$ cat config.mk
export PLATFORM = sky130hd
export DESIGN_NAME = pmad_top
export DESIGN_NICKNAME = d
export VERILOG_FILES = /design/src/design/pmad_top.v /design/src/design/pmad_fn_status.v
export VERILOG_INCLUDE_DIRS = /design/src /design/src/design
export SDC_FILE = /design/constraint.sdc
export NUM_CORES = 1
export LEC_CHECK = 0
export BUFFER_PORTS_ARGS = -buffer_cell sky130_fd_sc_hd__clkbuf_2
export CORE_AREA = 8 8 104 87
export DETAILED_ROUTE_END_ITERATION = 12
export DIE_AREA = 0 0 112 95
export SYNTH_ARGS = -nofsm -noshare
export SYNTH_HDL_FRONTEND = slang
export SYNTH_SLANG_ARGS = --single-unit
$ cat constraint.sdc
create_clock -name i_core_clk -period 3.2 [get_ports i_core_clk]
set_clock_uncertainty 0.05 [all_clocks]
set_input_delay 0.16 -clock i_core_clk [delete_from_list [all_inputs] [get_ports i_core_clk]]
set_output_delay 0.16 -clock i_core_clk [all_outputs]
set_load 0.005 [all_outputs]
$ cat src/design/pmad_consts.vh
/*
  constants for the pci master-abort and dma status block: register
  offsets, bit positions, reset values and command encodings.
  assumes inclusion by bare name from design files only.
*/
// Notes on behaviour
// idle bus, storage grant, no request: drive lines
// storage target abort: no irq, set dma abort
// target abort sets function status bit 12
// storage master abort: no irq, set abort
// master abort sets function status bit 13
// two-bit command: idle, flush, start, abort
// idle command stops transfer, keeps status
// host slave access single cycle, 8/16/32 bit
// either config select marks config access
// network interrupt pin reads 02h after reset
// storage irq first line, network second
// separate request/grant pair per function
// abort flags stay until software clears
`ifndef PMAD_CONSTS_VH
`define PMAD_CONSTS_VH
`define PMAD_OFS_DMA_STATUS 8'h54
`define PMAD_OFS_DMA_CMD 8'h40
`define PMAD_OFS_PCI_STATUS 8'h06
`define PMAD_OFS_INT_PIN 8'h3d
`define PMAD_BIT_DMA_ABORT 2
`define PMAD_BIT_DMA_DONE 3
`define PMAD_BIT_RTABT 12
`define PMAD_BIT_RMABT 13
`define PMAD_NET_INT_PIN 8'h02
`define PMAD_STO_INT_PIN 8'h01
`define PMAD_CMD_IDLE 2'h0
`define PMAD_CMD_FLUSH 2'h1
`define PMAD_CMD_START 2'h2
`define PMAD_CMD_ABORT 2'h3
`define PMAD_FN_STO 1'h0
`define PMAD_FN_NET 1'h1
`endif

$ cat src/design/pmad_top.v
/*
  bus-master abort reporting, bus parking and storage dma command
  decode for a two-function pci device, plus config select and the
  interrupt pin fields.
  assumes a pci core outside decodes bus cycles into single-cycle
  register strobes and reports master and target aborts as pulses.
*/
`timescale 1ns/10ps
`default_nettype none
`include "pmad_consts.vh"
module pmad_top #(
  parameter XFER_W = 16
) (
  // clock and reset
  input wire i_core_clk,
  input wire i_rst,
  // arbitration, storage then network pair
  input wire i_grant_storage_fn_n,
  input wire i_grant_network_fn_n,
  input wire i_bus_idle,
  input wire i_net_req,
  // register access strobe from the host slave path
  input wire i_acc_valid,
  input wire i_acc_write,
  input wire i_acc_cfg,
  input wire i_config_select_storage,
  input wire i_config_select_network,
  input wire [7:0] i_acc_addr,
  input wire [3:0] i_acc_be,
  input wire [31:0] i_acc_wdata,
  // abort, interrupt and done events from the master engine
  input wire i_tabort_sto,
  input wire i_mabort_sto,
  input wire i_tabort_net,
  input wire i_mabort_net,
  input wire i_net_irq_evt,
  input wire i_sto_done_evt,
  // outputs
  output reg o_request_storage_fn_n,
  output reg o_request_network_fn_n,
  output reg o_park_oe,
  output reg [31:0] o_acc_rdata,
  output reg o_acc_hit,
  output reg o_irq_storage_fn_oe,
  output reg o_irq_network_fn_oe,
  output reg o_dma_active,
  output reg [XFER_W-1:0] o_dma_count
);
  localparam ST_IDLE = 3'b001;
  localparam ST_RUN = 3'b010;
  localparam ST_FLUSH = 3'b100;

  reg [2:0] state_ff;
  reg [2:0] nxt_state;
  reg [1:0] dma_command_field_ff;
  reg dma_abort_ff;
  reg dma_done_ff;
  reg net_irq_ff;
  reg [XFER_W-1:0] count_ff;
  wire [15:0] sto_status;
  wire [15:0] net_status;
  reg [15:0] sto_clr;
  reg [15:0] net_clr;
  reg cmd_wr;
  reg sto_sel;
  reg net_sel;
  reg [31:0] rdata;

  // config access decode; only one function answers per cycle
  always @* begin
    sto_sel = i_acc_valid & i_acc_cfg & i_config_select_storage;
    net_sel = i_acc_valid & i_acc_cfg & i_config_select_network & ~i_config_select_storage;
    cmd_wr = i_acc_valid & ~i_acc_cfg & i_acc_write & i_acc_be[0]
      & (i_acc_addr == `PMAD_OFS_DMA_CMD);
    sto_clr = 16'h0000;
    net_clr = 16'h0000;
    if (i_acc_write && (i_acc_addr == (`PMAD_OFS_PCI_STATUS & 8'hfc)) && i_acc_be[3]) begin
      if (sto_sel) begin
        sto_clr = {i_acc_wdata[31:24], 8'h00};
      end
      if (net_sel) begin
        net_clr = {i_acc_wdata[31:24], 8'h00};
      end
    end
  end

  // one flag block per function, each on its own config space
  pmad_fn_status u_sto_status (
    .i_core_clk(i_core_clk),
    .i_rst(i_rst),
    .i_tabort(i_tabort_sto),
    .i_mabort(i_mabort_sto),
    .i_clr(sto_clr),
    .o_status(sto_status)
  );
  pmad_fn_status u_net_status (
    .i_core_clk(i_core_clk),
    .i_rst(i_rst),
    .i_tabort(i_tabort_net),
    .i_mabort(i_mabort_net),
    .i_clr(net_clr),
    .o_status(net_status)
  );

  // dma state machine; aborts end the transfer without an interrupt
  always @* begin
    nxt_state = state_ff;
    case (state_ff)
      ST_IDLE: begin
        if (cmd_wr && i_acc_wdata[1:0] == `PMAD_CMD_START) begin
          nxt_state = ST_RUN;
        end
      end
      ST_RUN: begin
        if (cmd_wr && i_acc_wdata[1:0] == `PMAD_CMD_FLUSH) begin
          nxt_state = ST_FLUSH;
        end
      end
      ST_FLUSH: begin
        if (i_sto_done_evt) begin
          nxt_state = ST_IDLE;
        end
      end
      default: nxt_state = ST_IDLE;
    endcase
    if (cmd_wr && (i_acc_wdata[1:0] == `PMAD_CMD_IDLE || i_acc_wdata[1:0] == `PMAD_CMD_ABORT)) begin
      nxt_state = ST_IDLE;
    end
    if (i_tabort_sto || i_mabort_sto || (state_ff == ST_RUN && i_sto_done_evt)) begin
      nxt_state = ST_IDLE;
    end
  end

  // dma registers; idle write touches no status flag
  always @(posedge i_core_clk) begin
    if (i_rst) begin
      state_ff <= ST_IDLE;
      dma_command_field_ff <= `PMAD_CMD_IDLE;
      dma_abort_ff <= 1'b0;
      dma_done_ff <= 1'b0;
      count_ff <= {XFER_W{1'b0}};
    end else begin
      state_ff <= nxt_state;
      if (cmd_wr) begin
        dma_command_field_ff <= i_acc_wdata[1:0];
      end
      if (nxt_state == ST_IDLE) begin
        count_ff <= count_ff;
      end else begin
        count_ff <= count_ff + {{(XFER_W-1){1'b0}}, 1'b1};
      end
      // a status read clears the sticky flags, but a new abort wins
      if (i_tabort_sto || i_mabort_sto) begin
        dma_abort_ff <= 1'b1;
      end else if (i_acc_valid && !i_acc_cfg && !i_acc_write
                   && i_acc_addr == `PMAD_OFS_DMA_STATUS) begin
        dma_abort_ff <= 1'b0;
      end
      if (i_sto_done_evt) begin
        dma_done_ff <= 1'b1;
      end else if (i_acc_valid && !i_acc_cfg && !i_acc_write
                   && i_acc_addr == `PMAD_OFS_DMA_STATUS) begin
        dma_done_ff <= 1'b0;
      end
    end
  end

  // read mux; unmapped offsets return zero
  always @* begin
    rdata = 32'h0000_0000;
    if (sto_sel || net_sel) begin
      if (i_acc_addr == (`PMAD_OFS_PCI_STATUS & 8'hfc)) begin
        rdata = {sto_sel ? sto_status : net_status, 16'h0000};
      end else if (i_acc_addr == (`PMAD_OFS_INT_PIN & 8'hfc)) begin
        rdata = {16'h0000, sto_sel ? `PMAD_STO_INT_PIN : `PMAD_NET_INT_PIN, 8'h00};
      end
    end else if (!i_acc_cfg) begin
      if (i_acc_addr == `PMAD_OFS_DMA_STATUS) begin
        rdata[`PMAD_BIT_DMA_ABORT] = dma_abort_ff;
        rdata[`PMAD_BIT_DMA_DONE] = dma_done_ff;
      end else if (i_acc_addr == `PMAD_OFS_DMA_CMD) begin
        rdata[1:0] = dma_command_field_ff;
      end
    end
  end

  // registered outputs; parking only when storage grant idles unrequested
  always @(posedge i_core_clk) begin
    if (i_rst) begin
      o_request_storage_fn_n <= 1'b1;
      o_request_network_fn_n <= 1'b1;
      o_park_oe <= 1'b0;
      o_acc_rdata <= 32'h0000_0000;
      o_acc_hit <= 1'b0;
      o_irq_storage_fn_oe <= 1'b0;
      o_irq_network_fn_oe <= 1'b0;
      o_dma_active <= 1'b0;
      o_dma_count <= {XFER_W{1'b0}};
      net_irq_ff <= 1'b0;
    end else begin
      o_request_storage_fn_n <= ~(nxt_state != ST_IDLE);
      o_request_network_fn_n <= ~i_net_req;
      o_park_oe <= i_bus_idle & ~i_grant_storage_fn_n & o_request_storage_fn_n;
      o_acc_rdata <= rdata;
      o_acc_hit <= i_acc_valid & ~i_acc_write;
      // aborts never raise the storage line, only normal completion
      o_irq_storage_fn_oe <= dma_done_ff;
      net_irq_ff <= i_net_irq_evt | (net_irq_ff & ~(net_sel & i_acc_write));
      o_irq_network_fn_oe <= net_irq_ff;
      o_dma_active <= (nxt_state != ST_IDLE);
      o_dma_count <= count_ff;
    end
  end
endmodule
`default_nettype wire

$ cat src/design/pmad_fn_status.v
/*
  per-function pci status flags: received target and master abort.
  assumes abort events are one-cycle pulses and the clear mask comes
  from a write-one-to-clear config write.
*/
`timescale 1ns/10ps
`default_nettype none
`include "pmad_consts.vh"
module pmad_fn_status (
  // clock and reset
  input wire i_core_clk,
  input wire i_rst,
  // events and clear
  input wire i_tabort,
  input wire i_mabort,
  input wire [15:0] i_clr,
  // status out
  output wire [15:0] o_status
);
  reg rt_ff;
  reg rm_ff;
  // set wins over clear so an abort in the clear cycle is kept
  always @(posedge i_core_clk) begin
    if (i_rst) begin
      rt_ff <= 1'b0;
      rm_ff <= 1'b0;
    end else begin
      rt_ff <= i_tabort | (rt_ff & ~i_clr[`PMAD_BIT_RTABT]);
      rm_ff <= i_mabort | (rm_ff & ~i_clr[`PMAD_BIT_RMABT]);
    end
  end
  assign o_status = {2'h0, rm_ff, rt_ff, 12'h000};
endmodule
`default_nettype wire

==> impl_metrics.toml <==
[outcome]
status = "complete, no violations"

[setup_path]
endpoint_kind = "flop"
cp.required_ns = 3.37
cp-start-kind = "primary input"
r2r_start = "state_ff[2]$_SDFF_PP0_"
critPathMaxFanout = 20
critPathKind = "in2reg"
cp-startpoint = "i_acc_addr[1]"
critPathArrivalTime_ns = 2.39

[finish]
utilization_pct = 42.6
drive_gt1_share_pct = 27.3
area_growth_syn_to_layout_pct = 23.1
nets = 400
final_common_cell = "clkbuf_2"
fillers = 755
final_cells = 431
layout_common_cells = "60 x clkbuf_2, 59 x dfxtp_1, 30 x nor2_1"
stdcell_area_um2 = 3100
n_antenna_cell = 0

[synth]
avgSynthCellArea_um2 = 9.30
synth.top_cell.area_share_pct = 46.8
ys.flop_type = "dfxtp_1"
postSynthCellCount = 271
synth_cell_types = 42
syn-cell-area_um2 = 2520
synth_area_leader_cell = "dfxtp_1"
ys_async_sr_fraction_pct = 0
synth_edf_count = 0
yosysSeqAreaShare_pct = 46.8
synth_area_leaders = "dfxtp_1 47%, buf_4 7.1%, mux2_2 5.8%"
yosysWarningCount = 0
synth_seq_cells = 59

[route]
ant_nets = 0
first_iter_violations = 88
num_vias = 2028
routed_wl_um = 5500
drt_pass1_iterations = 4
drc = 0
avgViaCountPerCell = 4.71
routedWlPerCell_um = 12.8

[floorplanning]
die-area_um2 = 10600
start_util_pct = 34.6
num_io_pins = 116
rows = 28
die_h_um = 95
dieWidth_um = 112
core_um2 = 7290

[global_routing]
grt_pass1_wl_um = 8810
grt_max_degree = 33
grt-ovfl-total = 0
grt_pass1_vias = 1937
grt.busiest_layer = "met2"
use_met3_pct = 3.95
grt_use_total_pct = 10.2
use_met1_pct = 12.1
antenna_found_initial = 0
use_met2_pct = 16.2

[place]
placed_cell_area_um2 = 2790
gp_congestion = 0.803
hpwl_um = 4060
place_inst = 409
portBuffers = 60

[worst_hold_path]
hp-start = "i_mabort_sto"
hold_path.class = "in2reg"

[sta]
final_max_slew_viol_count = 0
relSlewSlack_pct = 46.5
hold_viol = 0
final.min_clock_period_ns = 2.22
worst_pin_slew_ns = 0.803
period_share_pct = 69.3
rsz0062_at_grt = "no"
final.setup.tns_ns = 0
setup_viol = 0
fmax_mhz = 451

[pwr]
cellPowerDensity_nw_per_um2 = 537
ir_worst_vdd_mv = 0.240
p_leak_nw = 1.37

[clock_tree]
clock_latency_ns = 0.34
cts_tree = "done"
clk_pin_slew_ns = 0.07
numCtsBuffers = 9
cts_root_buf = "clkbuf_8"
clockBufferDepth = 2
cts.sinks = 59
htreeDepth = 3
post-cts-setup-buffers = 0

[job]
cap_violations = 0
-- power by group --
group	total (mW)	switching, mW	internal, mW
clock network	0.835	0.295	0.539
registers	0.747	0.00394	0.744
logic	0.0842	0.0503	0.0340
-- synthesized netlist by cell type (2+ instances only) --
cell / count
nand4_1: 6
dfxtp_1: 59
mux2i_1: 4
nand2_1: 6
nor3_1: 14
clkbuf_1: 8
o21ai_0: 2
nor4_1: 6
nand4b_1: 2
buf_2: 2
a211oi_1: 2
buf_4: 24
and2_1: 4
ha_1: 3
a21oi_1: 9
nand2b_1: 3
or3_1: 8
nor2b_1: 19
inv_1: 9
or4b_1: 2
nor2_1: 30
o41ai_1: 2
nand3_1: 11
nor3b_1: 3
and3_1: 4
mux2_2: 13
-- metal layers --
layer / up-vias / part of all wire [%]
met5: - / 0
met4: 0 / 1.3
met3: 6 / 6.6
met2: 70 / 45
met1: 920 / 47
li1: 1032 / -
-- path summary, 6_finish.rpt --
| kind | to | slack [ns] | cells after the start |
|---|---|---|---|
| setup / recovery | count_ff[9]$_SDFFE_PP0P_ | 0.98 | 6 |
| hold / removal | u_sto_status.rm_ff$_SDFF_PP0_ | 0.04 | 3 |
| setup reg to reg | count_ff[9]$_SDFFE_PP0P_ | 1.06 | 5 |
| hold reg to reg | dma_abort_ff$_SDFFE_PP0P_ | 0.41 | 2 |
-- registers in the layout, indices dropped and copies added, names as in the netlist, 2 cells and up --
name and count:
count_ff 16, dma_command_field_ff 2, o_acc_rdata 8, o_dma_count 16
state_ff 3
-- stage by stage --
stage	total power, mW	setup WS (ns)	hold WS (ns)
CTS	1.69	0.975	0.0247
global route	1.74	0.854	0.0417
detailed placement	0.841	0.605	0.276
floorplan	0.825	1.06	0.184
finish	1.67	0.981	0.0408
global placement	0.839	0.643	0.274
-- cells by family after synthesis --
family / synth area share, %
buffers and inverters: 10.7
adders and majority gates: 1.49
AOI/OAI and AO/OA: 5.81
xor gates and xnor gates: 0.347
DFF: 46.8
muxes: 7.39
and+or+nand+nor: 27.3
other: 0.149
-- layout make-up --
type | count | area (um2) | area share, %
Sequential cell | 59 | 1180 | 38.1
Clock inverter | 6 | 113 | 3.63
Inverter | 9 | 33.8 | 1.09
Timing Repair Buffer | 67 | 368 | 11.9
Multi-Input combinational cell | 190 | 1160 | 37.3
Tap cell | 90 | 113 | 3.63
Clock buffer | 10 | 138 | 4.44
-- critical path, cell delays in order --
cell,delay (ns)
clkbuf_2,0.09
or4b_1,0.60
nor3_4,0.42
o22ai_2,0.35
nor4_1,0.40
mux2_2,0.37
-- timing repair --
action                                 in CTS  in global routing
endpoints found under the hold margin       5                  0
gates resized for setup                     0                  0
hold buffers                                6                  0
No activity file was read; power rests on OpenSTA's default activity.
